[src/inc/tbp_defs.vh]
// register offsets, field positions, reset values and the external clock select for the buffered compare and pwm timer
`ifndef TBP_DEFS_VH
`define TBP_DEFS_VH

`define TBP_ADDR_W        4
`define TBP_TIMER_CTL     4'h0
`define TBP_COUNT_HIGH    4'h1
`define TBP_COUNT_LOW     4'h2
`define TBP_MODULO_HIGH   4'h3
`define TBP_MODULO_LOW    4'h4
`define TBP_CH0_CTL       4'h5
`define TBP_CH_STRIDE     4'h3
`define TBP_CH_VAL_HIGH   4'h1
`define TBP_CH_VAL_LOW    4'h2

`define TBP_TC_WRAP_FLAG  7
`define TBP_TC_WRAP_IE    6
`define TBP_TC_HALT       5
`define TBP_TC_CLEAR      4
`define TBP_TC_RESET      8'h20

`define TBP_CC_FLAG       7
`define TBP_CC_IE         6
`define TBP_CC_MODE_HIGH  5
`define TBP_CC_MODE_LOW   4
`define TBP_CC_ACT_HIGH   3
`define TBP_CC_ACT_LOW    2
`define TBP_CC_TOGGLE     1
`define TBP_CC_FULL       0
`define TBP_CC_RESET      8'h00

`define TBP_MODULO_RESET  16'hFFFF
`define TBP_VAL_RESET     16'h0000
`define TBP_SEL_EXT       3'h7

`endif

[src/rtl/tbp_prescaler.v]
// timer clock prescaler: bus clock divided by 1..64 or the synchronised external clock pin
`timescale 1ns/1ps
`default_nettype none
`include "tbp_defs.vh"

module tbp_prescaler (
  input  wire       mclk_i,
  input  wire       rst_i,
  input  wire       clear_i,
  input  wire       halt_i,
  input  wire [2:0] sel_i,
  input  wire       ext_clk_i,
  output wire       tick_o
);

  reg  [5:0] div_q;
  reg        ext_s1_q;
  reg        ext_s2_q;
  reg        ext_s3_q;
  reg  [5:0] mask;
  wire       ext_rise;

  always @(posedge mclk_i) begin
    if (rst_i) begin
      ext_s1_q <= 1'b0;
      ext_s2_q <= 1'b0;
      ext_s3_q <= 1'b0;
    end else begin
      ext_s1_q <= ext_clk_i;
      ext_s2_q <= ext_s1_q;
      ext_s3_q <= ext_s2_q;
    end
  end

  assign ext_rise = ext_s2_q & ~ext_s3_q;

  always @* begin
    case (sel_i)
      3'h0:    mask = 6'h00;
      3'h1:    mask = 6'h01;
      3'h2:    mask = 6'h03;
      3'h3:    mask = 6'h07;
      3'h4:    mask = 6'h0F;
      3'h5:    mask = 6'h1F;
      default: mask = 6'h3F;
    endcase
  end

  // divider holds its count under halt so the phase is kept; clear restarts it
  always @(posedge mclk_i) begin
    if (rst_i || clear_i) begin
      div_q <= 6'h00;
    end else if (!halt_i) begin
      div_q <= div_q + 6'h01;
    end
  end

  assign tick_o = ~halt_i & ~clear_i &
                  ((sel_i == `TBP_SEL_EXT) ? ext_rise : ((div_q & mask) == mask));

endmodule // tbp_prescaler
`default_nettype wire

[src/rtl/tbp_timer.v]
// two-channel 16-bit timer with output compare, buffered pair and pwm
//
// Our own choices: the address-and-strobe port and the register offsets.
`timescale 1ns/1ps
`default_nettype none
`include "tbp_defs.vh"

module tbp_timer #(
  parameter NCH = 2
) (
  input  wire                   mclk_i,
  input  wire                   rst_i,
  input  wire [`TBP_ADDR_W-1:0] addr_i,
  input  wire [7:0]             wdata_i,
  input  wire                   wr_i,
  input  wire                   rd_i,
  output reg  [7:0]             rdata_o,
  input  wire                   wait_i,
  input  wire                   external_timer_clock_i,
  input  wire [NCH-1:0]         chan_pin_i,
  output wire [NCH-1:0]         chan_pin_o,
  output wire [NCH-1:0]         chan_pin_oe_o,
  output wire                   irq_o
);

  // registers are closed to the processor while waiting
  wire wr = wr_i & ~wait_i;
  wire rd = rd_i & ~wait_i;

  reg  [7:0]  tc_q;
  reg         wrap_flag_q;
  reg         wrap_arm_q;
  reg  [15:0] count_q;
  reg  [7:0]  count_lo_latch_q;
  reg         count_latched_q;
  reg  [15:0] modulo_q;
  reg         modulo_hold_q;
  reg         active_q;
  reg         last_q;
  reg         link_d1_q;
  reg  [7:0]  rdata_d;

  wire [8*NCH-1:0]  ctl_w;
  wire [16*NCH-1:0] val_w;
  wire [NCH-1:0]    val_wr_w;
  wire [NCH-1:0]    ch_irq_w;

  wire        clear_pulse = wr && (addr_i == `TBP_TIMER_CTL) && wdata_i[`TBP_TC_CLEAR];
  wire        halt = tc_q[`TBP_TC_HALT];
  wire        tick;
  wire        at_modulo = (count_q == modulo_q);
  wire        wrap_ev = tick & at_modulo;
  // compares look at the value the counter is about to take, so a width of n spans n ticks after the wrap
  wire [15:0] count_nx = wrap_ev ? 16'h0000 : count_q + 16'h0001;
  wire        link = ctl_w[`TBP_CC_MODE_HIGH];

  tbp_prescaler u_pre (
    .mclk_i    (mclk_i),
    .rst_i     (rst_i),
    .clear_i   (clear_pulse),
    .halt_i    (halt),
    .sel_i     (tc_q[2:0]),
    .ext_clk_i (external_timer_clock_i),
    .tick_o    (tick)
  );

  // counter and timer control
  always @(posedge mclk_i) begin
    if (rst_i) begin
      count_q <= 16'h0000;
    end else if (clear_pulse) begin
      count_q <= 16'h0000;
    end else if (wrap_ev) begin
      count_q <= 16'h0000;
    end else if (tick) begin
      count_q <= count_q + 16'h0001;
    end
  end

  always @(posedge mclk_i) begin
    if (rst_i) begin
      tc_q          <= `TBP_TC_RESET;
      wrap_flag_q   <= 1'b0;
      wrap_arm_q    <= 1'b0;
      modulo_q      <= `TBP_MODULO_RESET;
      modulo_hold_q <= 1'b0;
    end else begin
      if (wr && (addr_i == `TBP_TIMER_CTL)) begin
        tc_q <= {2'b00, wdata_i[5], 1'b0, 1'b0, wdata_i[2:0]} | {1'b0, wdata_i[6], 6'h00};
      end
      if (wr && (addr_i == `TBP_MODULO_HIGH)) begin
        modulo_q[15:8] <= wdata_i;
        modulo_hold_q  <= 1'b1;
      end
      if (wr && (addr_i == `TBP_MODULO_LOW)) begin
        modulo_q[7:0] <= wdata_i;
        modulo_hold_q <= 1'b0;
      end
      // a new wrap wins over a pending clear and disarms it
      if (wrap_ev && !modulo_hold_q) begin
        wrap_flag_q <= 1'b1;
        wrap_arm_q  <= 1'b0;
      end else begin
        if (rd && (addr_i == `TBP_TIMER_CTL) && wrap_flag_q) begin
          wrap_arm_q <= 1'b1;
        end
        if (wr && (addr_i == `TBP_TIMER_CTL) && !wdata_i[`TBP_TC_WRAP_FLAG] && wrap_arm_q) begin
          wrap_flag_q <= 1'b0;
          wrap_arm_q  <= 1'b0;
        end
      end
    end
  end

  // linked pair selection
  always @(posedge mclk_i) begin
    if (rst_i) begin
      active_q  <= 1'b0;
      last_q    <= 1'b0;
      link_d1_q <= 1'b0;
    end else begin
      link_d1_q <= link;
      if (link && !link_d1_q) begin
        active_q <= 1'b0;
        last_q   <= 1'b0;
      end else begin
        if (val_wr_w[1]) begin
          last_q <= 1'b1;
        end else if (val_wr_w[0]) begin
          last_q <= 1'b0;
        end
        if (wrap_ev) begin
          active_q <= val_wr_w[1] ? 1'b1 : (val_wr_w[0] ? 1'b0 : last_q);
        end
      end
    end
  end

  wire [15:0] ch0_cmp_val = (link && active_q) ? val_w[31:16] : val_w[15:0];

  genvar gi;
  generate
    for (gi = 0; gi < NCH; gi = gi + 1) begin : g_ch
      localparam integer           CTL_N = `TBP_CH0_CTL + gi * `TBP_CH_STRIDE;
      localparam [`TBP_ADDR_W-1:0] CTL_A = CTL_N[`TBP_ADDR_W-1:0];
      localparam [`TBP_ADDR_W-1:0] HI_A  = CTL_A + `TBP_CH_VAL_HIGH;
      localparam [`TBP_ADDR_W-1:0] LO_A  = CTL_A + `TBP_CH_VAL_LOW;

      reg  [7:0]  ctl_q;
      reg  [15:0] val_q;
      reg         arm_q;
      reg         out_q;
      reg         cmp_hold_q;
      reg         pin_s1_q;
      reg         pin_s2_q;
      reg         pin_s3_q;
      reg         nx;

      // channel 1 stands idle while linked; channel 0 control governs
      wire        en     = (gi == 0) | ~link;
      wire        oc     = en & (ctl_q[`TBP_CC_MODE_HIGH] | ctl_q[`TBP_CC_MODE_LOW]);
      wire [1:0]  act    = ctl_q[`TBP_CC_ACT_HIGH:`TBP_CC_ACT_LOW];
      wire        tov    = ctl_q[`TBP_CC_TOGGLE];
      wire        full   = ctl_q[`TBP_CC_FULL];
      wire [15:0] cmp_v  = (gi == 0) ? ch0_cmp_val : val_q;
      wire        cmp_ev = oc & tick & ~cmp_hold_q & (count_nx == cmp_v);
      wire        rise   = pin_s2_q & ~pin_s3_q;
      wire        fall   = ~pin_s2_q & pin_s3_q;
      wire        cap_ev = en & ~oc & ((act[0] & rise) | (act[1] & fall));
      wire        ev     = cmp_ev | cap_ev;

      always @(posedge mclk_i) begin
        if (rst_i) begin
          pin_s1_q <= 1'b0;
          pin_s2_q <= 1'b0;
          pin_s3_q <= 1'b0;
        end else begin
          pin_s1_q <= chan_pin_i[gi];
          pin_s2_q <= pin_s1_q;
          pin_s3_q <= pin_s2_q;
        end
      end

      always @(posedge mclk_i) begin
        if (rst_i) begin
          ctl_q      <= `TBP_CC_RESET;
          val_q      <= `TBP_VAL_RESET;
          arm_q      <= 1'b0;
          cmp_hold_q <= 1'b0;
        end else begin
          if (wr && (addr_i == CTL_A)) begin
            ctl_q[6:0] <= wdata_i[6:0];
          end
          // high byte write holds compares until the low byte completes the value
          if (wr && (addr_i == HI_A)) begin
            val_q[15:8] <= wdata_i;
            cmp_hold_q  <= 1'b1;
          end
          if (wr && (addr_i == LO_A)) begin
            val_q[7:0] <= wdata_i;
            cmp_hold_q <= 1'b0;
          end
          if (cap_ev) begin
            val_q <= count_q;
          end
          if (ev) begin
            ctl_q[`TBP_CC_FLAG] <= 1'b1;
            arm_q <= 1'b0;
          end else begin
            if (rd && (addr_i == CTL_A) && ctl_q[`TBP_CC_FLAG]) begin
              arm_q <= 1'b1;
            end
            if (wr && (addr_i == CTL_A) && !wdata_i[`TBP_CC_FLAG] && arm_q) begin
              ctl_q[`TBP_CC_FLAG] <= 1'b0;
              arm_q <= 1'b0;
            end
          end
        end
      end

      always @* begin
        nx = out_q;
        if (wrap_ev && tov) begin
          nx = ~nx;
        end
        if (cmp_ev) begin
          case (act)
            2'b01:   nx = ~nx;
            2'b10:   nx = 1'b0;
            2'b11:   nx = 1'b1;
            default: nx = nx;
          endcase
        end
        if (full && tov) begin
          nx = ~act[0];
        end
      end

      always @(posedge mclk_i) begin
        if (rst_i) begin
          out_q <= 1'b0;
        end else if (oc) begin
          out_q <= nx;
        end
      end

      assign ctl_w[8*gi+:8]   = ctl_q;
      assign val_w[16*gi+:16] = val_q;
      assign val_wr_w[gi]     = wr && ((addr_i == HI_A) || (addr_i == LO_A));
      assign chan_pin_o[gi]    = out_q;
      assign chan_pin_oe_o[gi] = oc & (act != 2'b00);
      assign ch_irq_w[gi]     = ctl_q[`TBP_CC_FLAG] & ctl_q[`TBP_CC_IE] & en;
    end
  endgenerate

  // enabled requests stay live in wait so they can end it
  assign irq_o = (wrap_flag_q & tc_q[`TBP_TC_WRAP_IE]) | (|ch_irq_w);

  // reading the high count byte freezes the low byte until it is read
  always @(posedge mclk_i) begin
    if (rst_i) begin
      count_lo_latch_q <= 8'h00;
      count_latched_q  <= 1'b0;
    end else if (rd && (addr_i == `TBP_COUNT_HIGH) && !count_latched_q) begin
      count_lo_latch_q <= count_q[7:0];
      count_latched_q  <= 1'b1;
    end else if (rd && (addr_i == `TBP_COUNT_LOW)) begin
      count_latched_q <= 1'b0;
    end
  end

  always @* begin
    case (addr_i)
      `TBP_TIMER_CTL:   rdata_d = {wrap_flag_q, tc_q[6:5], 1'b0, 1'b0, tc_q[2:0]};
      `TBP_COUNT_HIGH:  rdata_d = count_q[15:8];
      `TBP_COUNT_LOW:   rdata_d = count_latched_q ? count_lo_latch_q : count_q[7:0];
      `TBP_MODULO_HIGH: rdata_d = modulo_q[15:8];
      `TBP_MODULO_LOW:  rdata_d = modulo_q[7:0];
      4'h5:             rdata_d = ctl_w[7:0];
      4'h6:             rdata_d = val_w[15:8];
      4'h7:             rdata_d = val_w[7:0];
      4'h8:             rdata_d = {ctl_w[15:14], 1'b0, ctl_w[12:8]};
      4'h9:             rdata_d = val_w[31:24];
      4'hA:             rdata_d = val_w[23:16];
      default:          rdata_d = 8'h00;
    endcase
  end

  always @(posedge mclk_i) begin
    if (rst_i) begin
      rdata_o <= 8'h00;
    end else if (rd) begin
      rdata_o <= rdata_d;
    end else begin
      rdata_o <= 8'h00;
    end
  end

endmodule // tbp_timer
`default_nettype wire

[config.mk]
export PLATFORM = sky130hd
export DESIGN_NAME = tbp_timer
export DESIGN_NICKNAME = d
export VERILOG_FILES = /design/src/rtl/tbp_prescaler.v /design/src/rtl/tbp_timer.v
export VERILOG_INCLUDE_DIRS = /design/src /design/src/inc
export SDC_FILE = /design/constraint.sdc
export NUM_CORES = 1
export LEC_CHECK = 0
export BUFFER_PORTS_ARGS = -buffer_cell sky130_fd_sc_hd__buf_2
export CAP_MARGIN = 20
export CORE_MARGIN = 1
export CORE_UTILIZATION = 44
export CTS_BUF_LIST = sky130_fd_sc_hd__clkbuf_4 sky130_fd_sc_hd__clkbuf_8 sky130_fd_sc_hd__clkbuf_16
export CTS_CLUSTER_SIZE = 20
export DETAILED_ROUTE_END_ITERATION = 8
export PLACE_DENSITY = 0.7
export SETUP_SLACK_MARGIN = 0.02
export SYNTH_ARGS = -nofsm -noshare
export SYNTH_HDL_FRONTEND = slang
export SYNTH_SLANG_ARGS = --single-unit
[constraint.sdc]
create_clock -name mclk_i -period 3.93 [get_ports mclk_i]
set_input_delay 1.179 -clock mclk_i [delete_from_list [all_inputs] [get_ports mclk_i]]
set_output_delay 1.179 -clock mclk_i [all_outputs]
set_load 0.005 [all_outputs]
==> results of run 1 <==
-- metal layers --
layer	GRT usage (%)	vias to the layer above	wire length, um
met5	0	-	0
met4	15.15	0	1161
met3	6.507	86	2917
met2	43.87	508	11450
met1	43.52	3611	11630
li1	-	3516	-
-- power by group through the flow --
stage	clock [uW]	sequential, uW	combinational (uW)
after CTS	1590	1340	188
after detailed placement	0	1360	187
final	1580	1340	195
after global routing	1650	1340	206
after floorplan	0	1360	124
after global placement	0	1360	187
-- sequential cells by signal, summed over array words and instances (netlist names), 2 cells and up --
signal and flops:
g_ch.val_q 16, g_ch.pin_s2_q 2, u_pre.div_q 6, g_ch.cmp_hold_q 2, g_ch.arm_q 2, g_ch.cmp_v 16
g_ch.pin_s1_q 2, rdata_o 8, g_ch.out_q 2, g_ch.pin_s3_q 2, count_lo_latch_q 8, g_ch.ctl_q 16
modulo_q 16, count_q 16, tc_q 5
-- cells in the mapped netlist (12+ instances only) --
library cell / instances / area [sq um]
mux2i_1: 39 / 390.4
nor2_1: 111 / 416.7
nand2_1: 138 / 518.0
inv_1: 13 / 48.80
nor2b_1: 25 / 156.4
nand3b_1: 24 / 180.2
xnor2_1: 17 / 148.9
buf_2: 12 / 60.06
a311oi_1: 33 / 289.0
nor3_1: 18 / 90.09
xor2_1: 44 / 385.4
nand3_1: 61 / 305.3
nor4_1: 13 / 81.33
a21oi_1: 47 / 235.2
clkbuf_1: 61 / 229.0
dfxtp_1: 129 / 2582
mux2_2: 14 / 157.7
o21ai_0: 29 / 145.1
-- worst max-delay path by stage --
stage	start	end	slack, ns	cells past startpoint
floorplan	addr_i[0]	g_ch[1].out_q	0.34	11
global placement	wait_i	g_ch[1].out_q	0.24	11
detailed placement	wait_i	g_ch[1].out_q	0.23	11
CTS	count_q[1]	g_ch[1].out_q	0.64	11
global route	count_q[1]	g_ch[0].out_q	0.38	11
finish	count_q[1]	g_ch[0].out_q	0.58	11
-- final cells by class --
type | instances | share of cell area (%)
multi-input combinational | 748 | 53.16
sequential | 129 | 29.77
timing repair buffer | 84 | 6.576
clock buffer | 18 | 5.062
tap | 220 | 3.173
clock inverter | 14 | 1.673
inverter | 13 | 0.5624
antenna | 1 | 0.02884
-- through the flow --
stage	utilization (%)	cells	hold slack, ns	worst slack [ns]	cell area [sq um]
after floorplan	-	977	0.4138	0.3431	7619
final	51.77	1227	0.4408	0.5751	8676
after CTS	51.59	1225	0.4431	0.6418	8646
after detailed placement	48.10	1193	0.4284	0.2318	8061
after global routing	51.77	1227	0.4677	0.3769	8676
after global placement	48.10	1193	0.4153	0.2357	8061
-- logic make-up after synthesis --
group	Yosys count
and+or+nand+nor	441
AOI/OAI and AO/OA	191
DFF	129
buffers and inverters	100
xor gates and xnor gates	61
muxes	53
adders and majority gates	2
==> Flow_metrics.wiki, run 1 <==
{| class="wikitable"
! Metric !! Value
|-
| Status || complete, no violations
|-
| Via count || between 7000 and 8000
|-
| Routed Wire Length || 27160 um
|-
| Routability congestion estimate from global placement || 1.023
|-
| Residual DRC count || 0
|-
| PD cells || 358.8 mW/mm^2
|-
| Post-route ant nets || 0
|-
| Post-route minimum period || approximately 3.4 ns
|-
| WL per Instance || roughly 22 um
|-
| FF-to-FF Start || count_q[1]
|-
| CTS tree || yes
|-
| Combinational group share of total power || 6.3%
|-
| Sequential share of the synthesized area || ~34%
|-
| Number of cells on the worst hold path || 1
|-
| Number of buffers added to fix hold violations after cts || 0
|-
| Most common cell after layout, fill and taps aside || nand2_1
|-
| Worst hold start || g_ch[0].pin_s1_q
|-
| Setup skew after layout || roughly 0.016 ns
|-
| Unrepaired setup endpoints after global routing || no
|-
| Violation count after the first detailed-route iteration || approximately 1100
|-
| CP max FO || 7
|-
| Mapped Cells || around 980
|-
| Achievable Freq || between 200 and 300 MHz
|-
| Maximum vdd ir drop || between 0.0003 and 0.0004 V
|-
| Height of the chip || 133.6 um
|-
| Number of global-route vias before repair || approximately 6800
|-
| Number of enable-type register cells in the synthesized netlist || 0
|-
| Post-Syn Nets || approximately 1000
|-
| Required time of the critical path || approximately 4.2 ns
|-
| Max H-tree Level || 4
|-
| Clock insertion delay at the later pin of the skew report || between 0.4 and 0.5 ns
|-
| Worst hold endpoint || g_ch[0].pin_s2_q
|-
| Transition at the pin with the smallest max-transition slack || around 0.7 ns
|-
| Slowest cell delay on critical path || 0.47 ns
|-
| Final max-slew violation count || 0
|-
| DP Wirelength || slightly below 20000 um
|-
| Clock Pin Slew Worst Setup and Hold Paths || 0.06 ns
|-
| Fill cell total of the finished layout || about 1600
|-
| Slew HR || between 50% and 60%
|-
| Worst flop-to-flop path endpoint || g_ch[0].out_q
|-
| X dimension of the die || about 130 um
|-
| Starting density of the core || 45.46%
|-
| # rows || 47
|-
| Standard cell core area || 0.01676 sq mm
|-
| Cells on worst reg2reg path || 11
|-
| Buffers plus inverters on the worst setup path || 1
|-
| Distinct cell type count of the synthesized netlist || 70
|-
| Share of the synthesized netlist area taken by xor and xnor gates || roughly 7%
|-
| Post-synthesis average cell area || between 7 and 8 sq um
|-
| Reg2Reg Setup Slack || 0.58 ns
|-
| I/O pin count || 33
|-
| Switching power || 819.9 uW
|-
| Kind of launch point of the worst setup path || flop
|-
| Global routing usage summed across all routing layers || a little under a third
|-
| Initial antenna violation count || 1
|-
| Adder-cell area share of the yosys netlist || less than 1%
|-
| Synth Area in Simple Gates || between 20 and 30%
|-
| Number of CTS-inserted buffers || 17
|-
| Most frequent cells in the layout || 138 x nand2_1, 129 x dfxtp_1, 111 x nor2_1
|-
| Min-Delay Path Class || reg2reg
|-
| Final #Nets || just over 1000
|-
| Largest family of logic cells by synthesized area || simple AND/OR/NAND/NOR gates
|-
| Flop and latch count out of synthesis || ~130
|-
| Flip-flop cell with the highest count after synthesis || dfxtp_1
|-
| Pin count of the biggest net entering global routing || 54
|-
| Synth Warn # || 0
|-
| Setup tns final || 0 ns
|-
| Multiplexer area fraction after synthesis || about 7.2%
|-
| Switching Share || between 20% and 30%
|-
| Flip-flop and latch area || approximately 0.0026 sq mm
|-
| Area occupied by multi-input gates || 0.004612 sq mm
|-
| Part of the total power dissipated in the clock network || between 50% and 60%
|-
| Total internal power || approximately 2300 uW
|-
| CTS-repair resized insts || 0
|-
| Critical path's top delay family || compound AO/OA/AOI/OAI gates
|-
| Synthesized cell area || around 0.0076 sq mm
|-
| Floorplan die area || 0.01785 sq mm
|-
| Layout overhead on the synthesized area || 13.88%
|-
| Total clock sinks || 129
|-
| First-pass detailed-route iteration total || 7
|-
| Max Root-Sink Buffers || 2
|-
| Master cell of the clock root buffer || clkbuf_16
|-
| Final setup viols || 0
|-
| Final Hold Violating Endpoints || 0
|-
| Arrival time worst endpoint || 3.66 ns
|-
| CP max-delay cell || dfxtp_1
|-
| Cell Chain, Critical Path || ha_1 > nand3_4 > nor3_1 > xor2_1 > xnor2_1 > a221oi_1 > a21oi_1 > nor4_2 > buf_4 > a31oi_1 > o41a_1
|-
| Final worst-path cycle share || between 80% and 90%
|-
| Overall Power || 3113 uW
|-
| Crit end category || flop
|-
| Static Leak || about 0.0033 uW
|-
| Area fraction in compound gates after synthesis || 17.54%
|-
| # port buffers || 32
|-
| Type of the worst setup path || reg2reg
|-
| Wire length of the first global-routing pass || 41190 um
|-
| Number of setup buffers added after CTS || 0
|-
| Share of post-route cells with drive strength above 1 || approximately 15%
|-
| Detailed-route vias per instance || 6.293
|-
| Sum of overflow across all layers after global routing || 0
|-
| Share of synthesized flip-flops with an asynchronous set or reset || 0%
|-
| Part of the total power dissipated in sequential elements || 42.9%
|-
| Maximum Capacitance Violations || 0
|}
No activity file was read; power rests on OpenSTA's default activity.
==> run 2, diff against run 1 <==
- CORE_ASPECT_RATIO: unset -> 1.25
- HOLD_SLACK_MARGIN: unset -> 0.12
==> Flow_metrics.wiki, run 2 (same netlist as run 1, synthesis figures left out) <==
{| class="wikitable"
! Metric !! Value
|-
| Max Root-Sink Buffers || 2
|-
| X dimension of the die || around 120 um
|-
| Routability congestion estimate from global placement || roughly 1
|-
| Slowest cell delay on critical path || approximately 0.68 ns
|-
| Global routing usage summed across all routing layers || roughly a third
|-
| Worst setup path endpoint || g_ch[0].out_q
|-
| Kind of launch point of the worst setup path || flop
|-
| PD cells || 360.3 mW/mm^2
|-
| Starting density of the core || between 40% and 50%
|-
| CP max FO || 20
|-
| Clock insertion delay at the later pin of the skew report || between 0.4 and 0.5 ns
|-
| Residual DRC count || 0
|-
| First-pass detailed-route iteration total || 6
|-
| CTS-repair resized insts || 0
|-
| Clock Pin Slew Worst Setup and Hold Paths || about 0.060 ns
|-
| Number of buffers added to fix hold violations after cts || 0
|-
| Number of setup buffers added after CTS || 0
|-
| Sum of overflow across all layers after global routing || 0
|-
| Number of global-route vias before repair || about 7000
|-
| Violation count after the first detailed-route iteration || 801
|-
| Status || complete, no violations
|-
| Wire length of the first global-routing pass || 42520 um
|-
| Total clock sinks || 129
|-
| Fill cell total of the finished layout || around 1700
|-
| Count of non-filler cells in the finished layout || between 1000 and 1500
|-
| Startpoint of the most critical setup path || count_q[4]
|-
| Worst hold start || g_ch[1].pin_s1_q
|-
| Cell Chain, Critical Path || xor2_1 > nor4_1 > nand4_2 > a211oi_4 > buf_4 > a22oi_1 > nor4_2 > a31oi_1 > o41a_1
|-
| # rows || 53
|-
| Crit path depth || 9
|-
| Maximum vdd ir drop || around 0.00027 V
|-
| Slew HR || between 50% and 60%
|-
| Achievable Freq || ~290 MHz
|-
| Overall Power || about 3100 uW
|-
| Cells on worst reg2reg path || 9
|-
| Min-Delay Path Class || reg2reg
|-
| Master cell of the clock root buffer || clkbuf_16
|-
| Setup skew after layout || 0.007929 ns
|-
| FF-to-FF Start || count_q[4]
|-
| # port buffers || 32
|-
| Number of CTS-inserted buffers || 17
|-
| Post-route ant nets || 0
|-
| Buffers plus inverters on the worst setup path || 1
|-
| Height of the chip || roughly 150 um
|-
| Floorplan die area || between 0.015 and 0.02 sq mm
|-
| CP max-delay cell || dfxtp_1
|-
| Pin count of the biggest net entering global routing || 60
|-
| Final worst-path cycle share || 88.74%
|-
| WL per Instance || between 20 and 25 um
|-
| Final Hold Violating Endpoints || 0
|-
| Reg2Reg Setup Slack || about 0.44 ns
|-
| Share of post-route cells with drive strength above 1 || 14.27%
|-
| Crit end category || flop
|-
| Via count || ~7600
|-
| Maximum Capacitance Violations || 0
|-
| Layout overhead on the synthesized area || 13.60%
|-
| Most common cell after layout, fill and taps aside || nand2_1
|-
| Routed Wire Length || ~29000 um
|-
| Standard cell core area || 0.01691 sq mm
|-
| DP Wirelength || between 20000 and 25000 um
|-
| Number of diodes added for antenna fixing || 0
|-
| Most frequent cells in the layout || 138 x nand2_1, 129 x dfxtp_1, 111 x nor2_1
|-
| I/O pin count || 33
|-
| Placed Instances || ~1200
|-
| Post-route minimum period || 3.487 ns
|-
| Initial antenna violation count || 0
|-
| Final setup viols || 0
|-
| Critical path's top delay family || simple AND/OR/NAND/NOR gates
|-
| Arrival time worst endpoint || around 3.8 ns
|-
| Transition at the pin with the smallest max-transition slack || ~0.74 ns
|-
| Max H-tree Level || 4
|-
| Setup tns final || 0 ns
|-
| Required time of the critical path || around 4.2 ns
|-
| Static Leak || roughly 0.0033 uW
|-
| Final #Nets || 1012
|-
| CTS tree || yes
|-
| Worst flop-to-flop path endpoint || g_ch[0].out_q
|-
| Unrepaired setup endpoints after global routing || no
|-
| Type of the worst setup path || reg2reg
|-
| Final max-slew violation count || 0
|-
| Detailed-route vias per instance || around 6.2
|}
-- run 2: cell type report --
class | count | area (sq um) | share of cell area (%)
Tap cell | 220 | 275.3 | 3.181
Multi-Input combinational cell | 748 | 4612 | 53.29
Timing Repair Buffer | 81 | 548.0 | 6.332
Clock buffer | 22 | 481.7 | 5.566
Sequential cell | 129 | 2582 | 29.84
Clock inverter | 9 | 106.4 | 1.229
Inverter | 13 | 48.80 | 0.5638
-- run 2: how the worst min path moves through the flow --
stage,end,slack [ns],cells after the start
after global routing,g_ch[1].pin_s2_q,0.46,1
after global placement,g_ch[1].pin_s2_q,0.42,1
final,g_ch[1].pin_s2_q,0.43,1
after CTS,g_ch[1].pin_s2_q,0.44,1
after detailed placement,g_ch[1].pin_s2_q,0.43,1
after floorplan,g_ch[0].pin_s2_q,0.41,1
-- run 2: worst register-to-register path: stages (launching register included) --
cell	delay [ns]
dfxtp_1	0.68
xor2_1	0.14
nor4_1	0.34
nand4_2	0.31
a211oi_4	0.38
buf_4	0.32
a22oi_1	0.12
nor4_2	0.51
a31oi_1	0.15
o41a_1	0.42
-- run 2: stage by stage --
| step | hold WS (ns) | instance area (sq um) | utilization (%) | setup slack, ns |
|---|---|---|---|---|
| final | 0.4345 | 8655 | 51.18 | 0.4426 |
| after global routing | 0.4550 | 8655 | 51.18 | 0.2771 |
| after CTS | 0.4407 | 8627 | 51.02 | 0.5256 |
| after detailed placement | 0.4272 | 8039 | 47.54 | 0.1971 |
| after global placement | 0.4219 | 8039 | 47.54 | 0.2693 |
| after floorplan | 0.4138 | 7619 | - | 0.3431 |
-- run 2: metal layers --
metal	GRT usage, %	part of all wire [%]	vias up
met2	52.75	46	439
met5	0	0	-
met4	22.63	7.2	0
met1	38.88	38	3555
met3	5.810	8.6	133
li1	-	-	3504
-- run 2: power breakdown --
group          leakage (uW)  internal (uW)  switching [uW]  total (uW)
sequential          0.00104           1320            16.5        1340
clock              0.000297            994             594        1590
combinational       0.00200           62.3             131         193
total               0.00334           2380             741        3120
